==> config.mk <==
export PLATFORM = sky130hd
export DESIGN_NAME = qdc_core
export DESIGN_NICKNAME = d
export VERILOG_FILES = /design/src/include/qdc_pkg.sv /design/src/logic/qdc_core.sv /design/src/logic/qdc_trim.sv
export SDC_FILE = /design/constraint.sdc
export NUM_CORES = 2
export LEC_CHECK = 0
export BUFFER_PORTS_ARGS = -buffer_cell sky130_fd_sc_hd__buf_4
export CAP_MARGIN = 20
export CORE_MARGIN = 1
export CORE_UTILIZATION = 45
export DETAILED_ROUTE_END_ITERATION = 12
export SLEW_MARGIN = 20
export SYNTH_ARGS = -nofsm -noshare
export SYNTH_HDL_FRONTEND = slang
export SYNTH_SLANG_ARGS = --single-unit
==> constraint.sdc <==
create_clock -name clk -period 9.5 [get_ports clk]
set_clock_uncertainty 0.2 [all_clocks]
set_input_delay 0.95 -clock clk [delete_from_list [all_inputs] [get_ports clk]]
set_output_delay 0.95 -clock clk [all_outputs]
set_load 0.03 [all_outputs]
==> src/include/qdc_pkg.sv <==
// constants shared by the quad converter control core and its trim stage
// assumes one 10 MHz clock and a 24-bit serial frame
package qdc_pkg;

  // ==========================================================================
  // frame layout
  localparam logic [4:0] FRAME_BITS = 5'h18;
  localparam int         RW_BIT     = 23;
  localparam int         ADDR_MSB   = 22;
  localparam int         ADDR_LSB   = 19;
  localparam int         DATA_MSB   = 13;

  // ==========================================================================
  // address map: upper two address bits pick the bank, lower two the channel
  localparam logic [3:0] ADDR_COMMAND = 4'h0;
  localparam logic [1:0] BANK_INPUT   = 2'h1;
  localparam logic [1:0] BANK_OFFSET  = 2'h2;
  localparam logic [1:0] BANK_SLOPE   = 2'h3;

  // ==========================================================================
  // command register fields
  localparam int         CMD_RST_BIT  = 13;
  localparam int         CMD_LOAD_BIT = 12;
  localparam int         CMD_GAIN_MSB = 3;
  localparam int         CMD_GAIN_LSB = 0;
  localparam logic [3:0] GAIN_RESET   = 4'hf;

  // ==========================================================================
  // reset values
  localparam logic [13:0] RESET_CODE_BIP = 14'h0000;
  localparam logic [13:0] RESET_CODE_UNI = 14'h0000;
  localparam logic [8:0]  OFFSET_RESET   = 9'h000;
  localparam logic [7:0]  SLOPE_RESET    = 8'h00;
  localparam logic [6:0]  SYNC_INIT      = 7'h0e;
  localparam logic [1:0]  POR_CYCLES     = 2'h3;

  // ==========================================================================
  // code and trim limits
  localparam int          OFFSET_TRIM_MIN = -256;
  localparam int          OFFSET_TRIM_MAX = 255;
  localparam int          SLOPE_TRIM_MIN  = -128;
  localparam int          SLOPE_TRIM_MAX  = 127;
  localparam int          BIP_CODE_MIN    = -8192;
  localparam int          BIP_CODE_MAX    = 8191;
  localparam int          UNI_CODE_MAX    = 16383;
  localparam logic [13:0] BIP_SAT_LOW     = 14'h2000;
  localparam logic [13:0] BIP_SAT_HIGH    = 14'h1fff;
  localparam logic [13:0] UNI_SAT_LOW     = 14'h0000;
  localparam logic [13:0] UNI_SAT_HIGH    = 14'h3fff;

  // ==========================================================================
  // trim arithmetic: offset in 1/32 code, slope over 8*16384 or 4*16384
  localparam int OFFSET_FRAC_BITS = 5;
  localparam int BIP_SLOPE_SHIFT  = 17;
  localparam int UNI_SLOPE_SHIFT  = 16;

endpackage : qdc_pkg

==> src/logic/qdc_core.sv <==
// control core of a four channel converter: serial frame, registers, latches
// assumes all pins are asynchronous to clk and much slower than 10 MHz
`timescale 1ns/1ps

module qdc_core (
  input  wire logic             clk,
  input  wire logic             rst_n,
  input  wire logic             sclk,
  input  wire logic             cs_n,
  input  wire logic             sdi,
  input  wire logic             latch_load_n,
  input  wire logic             reset_pin_n,
  input  wire logic             range_select_group_a,
  input  wire logic             range_select_group_b,
  output logic [3:0][13:0]      latch_code,
  output logic [3:0][13:0]      corrected_code,
  output logic [3:0]            gain_x4,
  output logic [3:0]            unipolar,
  output logic [13:0]           read_data,
  output logic                  read_valid
);

  logic [6:0]        meta_reg;
  logic [6:0]        sync_reg;
  logic [2:0]        edge_reg;
  logic [1:0]        por_cnt_reg;
  logic              soft_rst_reg;
  logic [23:0]       shift_reg;
  logic [4:0]        bit_cnt_reg;
  logic [3:0][13:0]  input_reg;
  logic [3:0][13:0]  latch_reg;
  logic [3:0][8:0]   offset_reg;
  logic [3:0][7:0]   slope_reg;
  logic [3:0]        written_reg;
  logic [3:0]        gain_reg;
  logic [13:0]       read_data_reg;
  logic              read_valid_reg;
  logic              sclk_fall;
  logic              cs_fall;
  logic              cs_rise;
  logic              load_fall;
  logic              load_low;
  logic              hw_rst_n_s;
  logic              reset_all;
  logic              commit;
  logic              wr;
  logic              rd;
  logic              cmd_wr;
  logic              global_load;
  logic [3:0]        fr_addr;
  logic [13:0]       fr_data;
  logic [3:0]        wr_in;
  logic [3:0]        wr_off;
  logic [3:0]        wr_slope;
  logic [8:0]        offset_clamped;
  logic [7:0]        slope_clamped;
  logic [13:0]       read_mux;

  function automatic logic [13:0] reset_code(input logic uni);
    return uni ? qdc_pkg::RESET_CODE_UNI : qdc_pkg::RESET_CODE_BIP;
  endfunction : reset_code

  // ==========================================================================
  // pin synchronisers and edge detection
  always_ff @(posedge clk or negedge rst_n) begin
    if (!rst_n) begin
      meta_reg <= qdc_pkg::SYNC_INIT;
      sync_reg <= qdc_pkg::SYNC_INIT;
    end else begin
      meta_reg <= {range_select_group_b, range_select_group_a, sdi, reset_pin_n,
                   latch_load_n, cs_n, sclk};
      sync_reg <= meta_reg;
    end
  end

  always_ff @(posedge clk or negedge rst_n) begin
    if (!rst_n) begin
      edge_reg <= qdc_pkg::SYNC_INIT[2:0];
    end else begin
      edge_reg <= sync_reg[2:0];
    end
  end

  assign sclk_fall  = edge_reg[0] & ~sync_reg[0];
  assign cs_fall    = edge_reg[1] & ~sync_reg[1];
  assign cs_rise    = ~edge_reg[1] & sync_reg[1];
  assign load_fall  = edge_reg[2] & ~sync_reg[2];
  assign load_low   = ~sync_reg[2];
  assign hw_rst_n_s = sync_reg[3];
  assign unipolar   = {sync_reg[6], sync_reg[6], sync_reg[5], sync_reg[5]};

  // ==========================================================================
  // reset sources: power-on load, reset pin, software reset
  always_ff @(posedge clk or negedge rst_n) begin
    if (!rst_n) begin
      por_cnt_reg <= 2'h0;
    end else if (por_cnt_reg != qdc_pkg::POR_CYCLES) begin
      por_cnt_reg <= por_cnt_reg + 2'h1;
    end
  end

  always_ff @(posedge clk or negedge rst_n) begin
    if (!rst_n) begin
      soft_rst_reg <= 1'b0;
    end else begin
      soft_rst_reg <= cmd_wr & fr_data[qdc_pkg::CMD_RST_BIT];
    end
  end

  assign reset_all = (por_cnt_reg != qdc_pkg::POR_CYCLES) | ~hw_rst_n_s | soft_rst_reg;

  // ==========================================================================
  // serial frame capture
  always_ff @(posedge clk or negedge rst_n) begin
    if (!rst_n) begin
      shift_reg   <= 24'h00_0000;
      bit_cnt_reg <= 5'h00;
    end else if (reset_all) begin
      shift_reg   <= 24'h00_0000;
      bit_cnt_reg <= 5'h00;
    end else if (cs_fall) begin
      bit_cnt_reg <= 5'h00;
    end else if (!sync_reg[1] && sclk_fall) begin
      shift_reg <= {shift_reg[22:0], sync_reg[4]};
      if (bit_cnt_reg != qdc_pkg::FRAME_BITS) begin
        bit_cnt_reg <= bit_cnt_reg + 5'h01;
      end
    end
  end

  assign commit  = cs_rise & (bit_cnt_reg == qdc_pkg::FRAME_BITS) & ~reset_all;
  assign fr_addr = shift_reg[qdc_pkg::ADDR_MSB:qdc_pkg::ADDR_LSB];
  assign fr_data = shift_reg[qdc_pkg::DATA_MSB:0];
  assign wr      = commit & ~shift_reg[qdc_pkg::RW_BIT];
  assign rd      = commit & shift_reg[qdc_pkg::RW_BIT];
  assign cmd_wr  = wr & (fr_addr == qdc_pkg::ADDR_COMMAND);
  assign global_load = load_fall | (cmd_wr & fr_data[qdc_pkg::CMD_LOAD_BIT]);

  always_comb begin
    for (int i = 0; i < 4; i++) begin
      wr_in[i]    = wr & (fr_addr[3:2] == qdc_pkg::BANK_INPUT) & (fr_addr[1:0] == 2'(i));
      wr_off[i]   = wr & (fr_addr[3:2] == qdc_pkg::BANK_OFFSET) & (fr_addr[1:0] == 2'(i));
      wr_slope[i] = wr & (fr_addr[3:2] == qdc_pkg::BANK_SLOPE) & (fr_addr[1:0] == 2'(i));
    end
  end

  // ==========================================================================
  // trim limits on write
  always_comb begin
    if ($signed(fr_data) < qdc_pkg::OFFSET_TRIM_MIN) begin
      offset_clamped = 9'(qdc_pkg::OFFSET_TRIM_MIN);
    end else if ($signed(fr_data) > qdc_pkg::OFFSET_TRIM_MAX) begin
      offset_clamped = 9'(qdc_pkg::OFFSET_TRIM_MAX);
    end else begin
      offset_clamped = fr_data[8:0];
    end
    if ($signed(fr_data) < qdc_pkg::SLOPE_TRIM_MIN) begin
      slope_clamped = 8'(qdc_pkg::SLOPE_TRIM_MIN);
    end else if ($signed(fr_data) > qdc_pkg::SLOPE_TRIM_MAX) begin
      slope_clamped = 8'(qdc_pkg::SLOPE_TRIM_MAX);
    end else begin
      slope_clamped = fr_data[7:0];
    end
  end

  // ==========================================================================
  // input registers
  always_ff @(posedge clk or negedge rst_n) begin
    if (!rst_n) begin
      input_reg <= '0;
    end else begin
      for (int i = 0; i < 4; i++) begin
        if (reset_all) begin
          input_reg[i] <= reset_code(unipolar[i]);
        end else if (wr_in[i]) begin
          input_reg[i] <= fr_data;
        end
      end
    end
  end

  // ==========================================================================
  // output latches, held until a load event
  always_ff @(posedge clk or negedge rst_n) begin
    if (!rst_n) begin
      latch_reg <= '0;
    end else begin
      for (int i = 0; i < 4; i++) begin
        if (reset_all) begin
          latch_reg[i] <= reset_code(unipolar[i]);
        end else if (wr_in[i] && load_low) begin
          latch_reg[i] <= fr_data;
        end else if (global_load && written_reg[i]) begin
          latch_reg[i] <= input_reg[i];
        end
      end
    end
  end

  // ==========================================================================
  // written flags, a write in the same cycle as a load leaves the flag clear
  always_ff @(posedge clk or negedge rst_n) begin
    if (!rst_n) begin
      written_reg <= 4'h0;
    end else begin
      for (int i = 0; i < 4; i++) begin
        if (reset_all) begin
          written_reg[i] <= 1'b0;
        end else if (wr_in[i] && !load_low) begin
          written_reg[i] <= 1'b1;
        end else if ((wr_in[i] && load_low) || global_load) begin
          written_reg[i] <= 1'b0;
        end
      end
    end
  end

  // ==========================================================================
  // trim registers
  always_ff @(posedge clk or negedge rst_n) begin
    if (!rst_n) begin
      offset_reg <= '0;
      slope_reg  <= '0;
    end else begin
      for (int i = 0; i < 4; i++) begin
        if (reset_all) begin
          offset_reg[i] <= qdc_pkg::OFFSET_RESET;
          slope_reg[i]  <= qdc_pkg::SLOPE_RESET;
        end else begin
          if (wr_off[i]) begin
            offset_reg[i] <= offset_clamped;
          end
          if (wr_slope[i]) begin
            slope_reg[i] <= slope_clamped;
          end
        end
      end
    end
  end

  // ==========================================================================
  // command register gain bits
  always_ff @(posedge clk or negedge rst_n) begin
    if (!rst_n) begin
      gain_reg <= qdc_pkg::GAIN_RESET;
    end else if (reset_all) begin
      gain_reg <= qdc_pkg::GAIN_RESET;
    end else if (cmd_wr) begin
      gain_reg <= fr_data[qdc_pkg::CMD_GAIN_MSB:qdc_pkg::CMD_GAIN_LSB];
    end
  end

  // ==========================================================================
  // read back in write format
  always_comb begin
    case (fr_addr[3:2])
      qdc_pkg::BANK_INPUT:  read_mux = input_reg[fr_addr[1:0]];
      qdc_pkg::BANK_OFFSET: read_mux = 14'($signed(offset_reg[fr_addr[1:0]]));
      qdc_pkg::BANK_SLOPE:  read_mux = 14'($signed(slope_reg[fr_addr[1:0]]));
      default: read_mux = (fr_addr == qdc_pkg::ADDR_COMMAND) ? {10'h000, gain_reg} : 14'h0000;
    endcase
  end

  always_ff @(posedge clk or negedge rst_n) begin
    if (!rst_n) begin
      read_data_reg  <= 14'h0000;
      read_valid_reg <= 1'b0;
    end else begin
      read_valid_reg <= rd;
      if (rd) begin
        read_data_reg <= read_mux;
      end
    end
  end

  // ==========================================================================
  // per channel trim and outputs
  for (genvar g = 0; g < 4; g++) begin : gen_ch
    qdc_trim u_trim (
      .clk           (clk),
      .rst_n         (rst_n),
      .code          (latch_reg[g]),
      .offset_trim   (offset_reg[g]),
      .slope_trim    (slope_reg[g]),
      .unipolar      (unipolar[g]),
      .corrected_reg (corrected_code[g])
    );

  end

  assign latch_code = latch_reg;
  assign gain_x4    = gain_reg;
  assign read_data  = read_data_reg;
  assign read_valid = read_valid_reg;
endmodule : qdc_core

==> src/logic/qdc_trim.sv <==
// offset and slope trim of one channel, registered and saturated
// assumes code, trims and range come from registers on the same clock
`timescale 1ns/1ps

module qdc_trim (
  input  wire logic               clk,
  input  wire logic               rst_n,
  input  wire logic [13:0]        code,
  input  wire logic signed [8:0]  offset_trim,
  input  wire logic signed [7:0]  slope_trim,
  input  wire logic               unipolar,
  output logic      [13:0]        corrected_reg
);

  logic signed [14:0] code_ext;
  logic signed [20:0] fine;
  logic signed [28:0] prod;
  logic signed [28:0] scaled;
  logic signed [29:0] sum;
  logic signed [24:0] whole;
  logic        [13:0] corrected_next;

  // ==========================================================================
  // transfer arithmetic
  always_comb begin
    code_ext = unipolar ? $signed({1'b0, code}) : $signed({code[13], code});
    fine     = (21'(code_ext) <<< qdc_pkg::OFFSET_FRAC_BITS) + 21'(offset_trim);
    prod     = 29'(fine) * 29'(slope_trim);
    scaled   = unipolar ? (prod >>> qdc_pkg::UNI_SLOPE_SHIFT)
                        : (prod >>> qdc_pkg::BIP_SLOPE_SHIFT);
    sum      = 30'(fine) + 30'(scaled);
    whole    = 25'(sum >>> qdc_pkg::OFFSET_FRAC_BITS);
    if (unipolar) begin
      if (whole < 0) begin
        corrected_next = qdc_pkg::UNI_SAT_LOW;
      end else if (whole > qdc_pkg::UNI_CODE_MAX) begin
        corrected_next = qdc_pkg::UNI_SAT_HIGH;
      end else begin
        corrected_next = whole[13:0];
      end
    end else begin
      if (whole < qdc_pkg::BIP_CODE_MIN) begin
        corrected_next = qdc_pkg::BIP_SAT_LOW;
      end else if (whole > qdc_pkg::BIP_CODE_MAX) begin
        corrected_next = qdc_pkg::BIP_SAT_HIGH;
      end else begin
        corrected_next = whole[13:0];
      end
    end
  end

  always_ff @(posedge clk or negedge rst_n) begin
    if (!rst_n) begin
      corrected_reg <= qdc_pkg::RESET_CODE_BIP;
    end else begin
      corrected_reg <= corrected_next;
    end
  end

endmodule : qdc_trim

; ---- Word-level counts from Yosys, hierarchy flattened
; Index checks and enable logic that the tools add are counted.
; W data, S select, Z words.
[totals]
regBits = 308
output_inout_bits = 135
inputBits = 9
[op_classes]
n_mux = 97
n_addsub = 10
n_reduce_logical = 46
order_cmp = 21
n_mul = 4
bitwise_logic = 36
eq_ne = 10
[op_table]
columns = cell, n
row1 = $mux W14, 41
row2 = $mul A21 B8 Y29, 4
row3 = $gt A25 B14 Y1 const B, 4
row4 = $gt A25 B15 Y1 const B, 4
row5 = $lt A25 B1 Y1 const B, 4
row6 = $lt A25 B14 Y1 const B, 4
row7 = $mux W9, 11
row8 = $add A21 B13 Y22, 4
row9 = $mux W8, 11
row10 = $add A20 B9 Y21, 4
row11 = $mux W24, 3
row12 = $mux W15, 4
row13 = $mux W12, 4
row14 = $pmux W14 S3, 1
row15 = $reduce_bool A3 Y1, 10
row16 = $bmux W14 S2, 1
row17 = $reduce_bool A2 Y1, 14
row18 = $and A1 B1 Y1, 26
row19 = $mux W5, 4
row20 = $bmux W9 S2, 1
row21 = $bmux W8 S2, 1
row22 = $gt A14 B8 Y1 const B, 1
row23 = $gt A14 B9 Y1 const B, 1
row24 = $lt A14 B8 Y1 const B, 1
row25 = 20 further kinds, 61

; ---- Logic depth before layout (Yosys ltp)
[depth]
depth_word = 13
mapped_depth = 48
depth_no_buf = 47

; ---- Hierarchy
; A second synthesis with hierarchy kept.
[hier_totals]
hier_cells = 4824
area_unflattened_um2 = 43198.9
[modules_own_cells]
columns = mod, area_per_inst_um2, n_inst, cells_each
row1 = qdc_core, 11213.3, 1, 1072
row2 = qdc_trim (gen_ch[0].u_trim), 8242.9, 1, 976
row3 = qdc_trim (gen_ch[1].u_trim), 7942.6, 1, 935
row4 = qdc_trim (gen_ch[3].u_trim), 7926.4, 1, 913
row5 = qdc_trim (gen_ch[2].u_trim), 7873.8, 1, 928

; ---- Worst setup path after synthesis
; OpenSTA, ideal clock, no wires.
[synth_path]
kind = reg-to-reg
from = register latch_reg (netlist bit latch_code[0])
to = register gen_ch[0].u_trim.corrected_reg[11]
setup_time_ps = 135
t_arrival_ps = 9711
path_stages_with_launch = 47
slack_ps = -546
synth_period_minus_slack_ps = 10046
cell_sequence = dfrtp_1 -> ha_1 -> fa_1 -> a21o_1 -> a21oi_1 -> o21bai_1 -> a21oi_1 -> o21bai_1 -> a21oi_1 -> o21bai_1 -> a21oi_1 -> o21bai_1 -> or4_1 -> and3_1 -> clkbuf_1 -> nand2_1 -> fa_1 -> inv_1 -> [... 11 more ...] -> o21ai_0 -> nand2_1 -> xnor2_1 -> a21oi_1 -> ha_1 -> a21o_1 -> a21o_1 -> a21oi_1 -> o21ai_0 -> a21oi_1 -> nor2_1 -> a211oi_1 -> o41ai_4 -> o31ai_1 -> a21oi_1 -> o21ai_0 -> buf_2 -> o31ai_1
[synth_via]
elab_chain_cells = 9
[synth_rtl]
columns = element, line_no
row1 = start: declaration, qdc_core.sv:31  ; logic [3:0][13:0] latch_reg;
row2 = start signal: indexed assignment, qdc_core.sv:190  ; latch_reg[i] <= reset_code(unipolar[i]);
row3 = start signal: indexed assignment, qdc_core.sv:192  ; latch_reg[i] <= fr_data;
row4 = start signal: indexed assignment, qdc_core.sv:194  ; latch_reg[i] <= input_reg[i];
row5 = $mux W15 *, qdc_trim.sv:26  ; code_ext = unipolar ? $signed({1'b0, code}) : $signed({code[13], code});
row6 = $add A20 B9 Y21 *, qdc_trim.sv:27  ; fine = (21'(code_ext) <<< qdc_pkg::OFFSET_FRAC_BITS) + 21'(offset_trim);
row7 = $mul A21 B8 Y29, qdc_trim.sv:28  ; prod = 29'(fine) * 29'(slope_trim);
row8 = $mux W12, qdc_trim.sv:29  ; scaled = unipolar ? (prod >>> qdc_pkg::UNI_SLOPE_SHIFT)
row9 = $add A21 B13 Y22 *, qdc_trim.sv:31  ; sum = 30'(fine) + 30'(scaled);
row10 = $gt A25 B14 Y1 / $gt A25 B15 Y1 (equally long branches), "qdc_trim.sv:44, qdc_trim.sv:36"
row11 = $mux W14 (on tied branches), "qdc_trim.sv:44, qdc_trim.sv:36"
row12 = $mux W14 (on tied branches), "qdc_trim.sv:42, qdc_trim.sv:34"
row13 = $mux W14 *, qdc_trim.sv:33  ; if (unipolar) begin
row14 = named net gen_ch[0].u_trim.corrected_next[11], qdc_trim.sv:21  ; logic [13:0] corrected_next;
row15 = end signal: assignment, qdc_trim.sv:54  ; corrected_reg <= qdc_pkg::RESET_CODE_BIP;
row16 = end signal: assignment, qdc_trim.sv:56  ; corrected_reg <= corrected_next;
row17 = end: declaration, qdc_trim.sv:12  ; output logic [13:0] corrected_reg
; Mark *: on every way through the listed nets, which the timed path passes. The rest lies on a longest branch.
; A chain may end at the register's enable or synchronous reset.

; ---- Worst setup path in the final report
[layout_path]
from = register offset_reg[5] in the netlist's numbering
to = register gen_ch[0].u_trim.corrected_reg[11]
[layout_via]
elab_chain_cells = 8
[layout_rtl]
columns = element, line_no
row1 = start: declaration, qdc_core.sv:32  ; logic [3:0][8:0] offset_reg;
row2 = start signal: indexed assignment, qdc_core.sv:227  ; offset_reg[i] <= qdc_pkg::OFFSET_RESET;
row3 = start signal: indexed assignment, qdc_core.sv:231  ; offset_reg[i] <= offset_clamped;
row4 = $add A20 B9 Y21 *, qdc_trim.sv:27
row5 = $mul A21 B8 Y29, qdc_trim.sv:28
row6 = $mux W12, qdc_trim.sv:29
row7 = $add A21 B13 Y22 *, qdc_trim.sv:31
row8 = $gt A25 B14 Y1 / $gt A25 B15 Y1 (equally long branches), "qdc_trim.sv:44, qdc_trim.sv:36"
row9 = $mux W14 (on tied branches), "qdc_trim.sv:44, qdc_trim.sv:36"
row10 = $mux W14 (on tied branches), "qdc_trim.sv:42, qdc_trim.sv:34"
row11 = $mux W14 *, qdc_trim.sv:33
row12 = named net gen_ch[0].u_trim.corrected_next[11], qdc_trim.sv:21
; Marks and branches as above.

==> impl.org <==
** Layout
- Relative to the synthesized area, the layout overhead comes to 18.7%.
- In the final design database the tool counted 5892 nets.
- The number of antenna diodes in the final layout is 0.
- Most common library cell in the layout ignoring fill and taps :: inv_1
- Share of layout cells above drive strength 1 :: 0.189
- Once layout is complete, the utilization of the core stands at 0.539.
- The finished cells cover 49400 um^2.
- Counting the fill cells in the layout gives 8393.
- Leaving out fill and tap cells, the most frequent cells in the layout are inv_1 (716), fa_1 (523), buf_4 (521), nand2_1 (449), and2_1 (429).

** Critical path
- Worst reg2reg setup slack :: -0.11 ns
- CP max-delay cell :: fa_1
- By instance count, the cell type seen most on the critical path is buf_4.
- Required @ worst endpoint :: 9.82 ns
- Element type at the critical path start :: register
- STA puts the critical path data arrival time at 9.92 ns.
- Of all nets on the critical path, the largest fanout is 5.
- The worst setup path is captured at a register.
- Longest individual stage delay on the worst path :: 0.55 ns
- The worst setup path is of the register to register kind.

** Synth
- Flop and latch count out of synthesis :: 308
- The netlist uses 94 different library cells.
- After synthesis, the share of flip-flops with an asynchronous set or reset is 1.00.
- Synthesized cell area :: 41600 um^2
- Each instance of the synthesized netlist takes up on average 9.03 um^2.
- The Yosys step of the flow raised 0 warnings.
- Syn Nets :: 5499
- The share of the Yosys chip area taken by registers is 0.186.
- Among all flip-flop cells after synthesis, the most frequent one is dfrtp_1.
- Number of enable-type register cells in the synthesized netlist :: 0
- Number of instances in the synthesized netlist :: 4611

** Global route
- Pin count of the biggest net entering global routing :: 185
- Final global-route overflow total :: 0
- Antenna violations before repair :: 1
- Number of global-route vias before repair :: 33444
- The first global-routing pass estimated 189000 um of wire.
- Fraction of met2 tracks used by global routing :: 0.422
- Fraction of met1 tracks used by global routing :: 0.351
- The layer flagged by global routing as most heavily used is met2.
- For met3 alone, demand over resource in global routing was 0.0335.
- For this run, the total global-route usage over all layers was measured as 0.255.

** Power
- For this design the static power due to leakage is 25.0 nW.
- Power per unit of standard cell area :: 60.0 nW/um^2
- Cell internal power dissipation :: 2.22 mW
- Combinational fraction of design power :: 0.046
- Relative contribution of sequential cells to total power :: 0.447
- Switching power of the nets :: 0.745 mW
- Of the total power, the share spent switching nets is 0.251.
- IR analysis of the VDD net gives a maximum drop of 0.000112 V.
- Of the total power, the clock network draws 0.506.

** Clocking
- In this run, post-CTS hold repair placed 0 buffers.
- TritonCTS created 39 clock buffers.
- Clk slew on worst S/H paths :: 0.06 ns
- CTS built an H-tree with a depth of 2.
- Num Clock Sinks :: 308
- TritonCTS built the clock tree.
- The clock reaches the later pin of the worst-skew pair after 0.61 ns.
- Maximum clock insertion buffer count :: 3
- CTS Root Buffer Type :: clkbuf_16

** Place
- GP Congestion :: 0.888
- DP Worst Slack :: -0.363 ns
- Area post-placement :: 46200 um^2
- Input and output buffers added on the ports amount to 143.
- Detailed placement ended at an HPWL of 92700 um.

** Routing
- The detail route stage leaves a number of antenna-violating nets equal to 0.
- Routed wirelength normalized by instance count :: 19.2 um
- Number of DRC violations after detailed-routing iteration 0 :: 2135
- Vias after detailed routing :: 33488
- Drt total wl :: 120000 um
- First-pass iteration count of the detailed router :: 5
- Post-DR vias/cell :: 5.39
- DRC violation count after routing :: 0

** Floorplan
- The die is 306 um tall.
- The die is 306 um wide.
- The total area inside the core boundary comes to 91700 um^2.
- FP Rows :: 111
- Number of primary I/O pins :: 144
- The initial utilization of the core area, before any placement, comes to 0.454.
- The floorplan step defined a die boundary enclosing 93700 um^2.

** STA
- Setup slack on the critical path of the routed design comes to -0.108 ns.
- Max_slew headroom :: 0.290
- The final-report max-slew violation count was 0.
- Setup repair after global routing could not meet its margin everywhere.
- Of the available clock period, the critical path in the final layout requires 1.01.
- Tmin final :: 9.61 ns
- Max Clock Freq :: 104 MHz
- Actual slew at the worst max-slew pin :: 1.06 ns
- Number of setup violations in the final report :: 13
- The count of endpoints failing hold in the final timing report was 0.

** Hold path
- Path category of the worst min-delay check :: register to register

** Run status
- The run finished, with violations left.
- Violations in the final reports :: setup timing

** Flow run
- Maxcap violations :: 0
cell usage after synthesis, types with 11 or more instances:
cell type | n | share of area
inv_1 | 729 | 0.066
fa_1 | 528 | 0.25
nand2_1 | 458 | 0.041
and2_1 | 436 | 0.066
ha_1 | 351 | 0.11
dfrtp_1 | 296 | 0.18
a21oi_1 | 246 | 0.030
nor2_1 | 178 | 0.016
clkbuf_1 | 173 | 0.016
o21ai_0 | 167 | 0.020
xnor2_1 | 114 | 0.024
nand3_1 | 92 | 0.011
a21o_1 | 78 | 0.014
mux2i_1 | 76 | 0.018
o31ai_1 | 66 | 0.012
xor2_1 | 54 | 0.011
nor2b_1 | 53 | 0.0080
nor3_1 | 42 | 0.0050
and3_1 | 39 | 0.0059
nand2b_1 | 37 | 0.0056
mux4_2 | 31 | 0.017
o21bai_1 | 29 | 0.0052
o21a_1 | 23 | 0.0041
o21ai_2 | 22 | 0.0046
nand4_1 | 21 | 0.0032
a211oi_1 | 19 | 0.0034
a22o_1 | 15 | 0.0032
a221oi_1 | 14 | 0.0029
a22oi_1 | 13 | 0.0023
a31oi_1 | 12 | 0.0018
dfstp_2 | 12 | 0.0076
mux2_2 | 12 | 0.0032
buf_2 | 11 | 0.0013
path summary, 6_finish.rpt:
path,startpoint,to,cells past startpoint
min reg2reg,meta_reg[4]$_DFF_PN0_,sync_reg[4]$_DFF_PN0_,0
max reg2reg,offset_reg[5]$_DFFE_PN0P_,gen_ch[0].u_trim.corrected_reg[11]$_DFF_PN0_,47
max,offset_reg[5]$_DFFE_PN0P_,gen_ch[0].u_trim.corrected_reg[11]$_DFF_PN0_,47
min,meta_reg[4]$_DFF_PN0_,sync_reg[4]$_DFF_PN0_,0
max in group asynchronous,rst_n,shift_reg[19]$_DFFE_PN0P_,3
min in group asynchronous,rst_n,gen_ch[3].u_trim.corrected_reg[13]$_DFF_PN0_,1
layout make-up:
class | instances | area (um^2) | share of cell area
timing repair buffer | 546 | 4270 | 0.0863
clock buffer | 56 | 1120 | 0.0227
multi-input combinational | 3380 | 31900 | 0.646
clock inverter | 13 | 166 | 0.00337
inverter | 729 | 2740 | 0.0554
sequential | 308 | 7730 | 0.156
tap | 1186 | 1480 | 0.0300
repair_timing:
item	in CTS	in global routing
gates resized for setup	79	208
setup buffers	27	39
gates cloned	4	2
pin swaps	76	164
setup endpoints to repair	56	56
metrics by stage:
step	hold slack (ns)	TNS [ns]	power, mW	std cells
detailed placement	0.136	-11.12	1.49	6075
global route	0.158	-17.36	3.06	6218
global placement	0.135	-4.76	1.48	6074
floorplan	0.131	0	1.42	4611
finish	0.147	-0.589	2.97	6218
CTS	0.150	-0.0382	3.00	6175
critical path: cells and delay by family (launching register included):
family | cells | cell delay, ns
adder cells (fa/ha/maj) | 8 | 3.11
AND/OR/NAND/NOR | 7 | 0.85
XOR/XNOR | 1 | 0.13
flip-flops | 1 | 0.42
buffers and inverters | 10 | 1.29
AO/OA/AOI/OAI | 21 | 3.49
power by group through the flow:
stage / registers, mW / logic (mW) / clock network (mW)
final: 1.33 / 0.137 / 1.50
after global routing: 1.33 / 0.151 / 1.59
after detailed placement: 1.35 / 0.135 / 0
after CTS: 1.33 / 0.136 / 1.54
after floorplan: 1.36 / 0.0618 / 0
after global placement: 1.35 / 0.134 / 0
cells by family (layout without fill, tap and decap cells):
group | count (synthesis) | count (layout) | share of synthesized area
simple gates | 1414 | 1414 | 0.172
buf+inv | 927 | 1344 | 0.0847
fa+ha+maj | 879 | 879 | 0.359
compound gates | 794 | 798 | 0.124
flops | 308 | 308 | 0.186
xor+xnor | 169 | 169 | 0.0357
mux | 120 | 120 | 0.0387
layer usage:
metal / vias to the layer above / part of all wire
met2: 806 / 0.48
met3: 137 / 0.051
met4: 0 / 0.029
li1: 15736 / -
met1: 16809 / 0.44
met5: - / 0
Note: power is estimated with default switching activity, not from simulation.
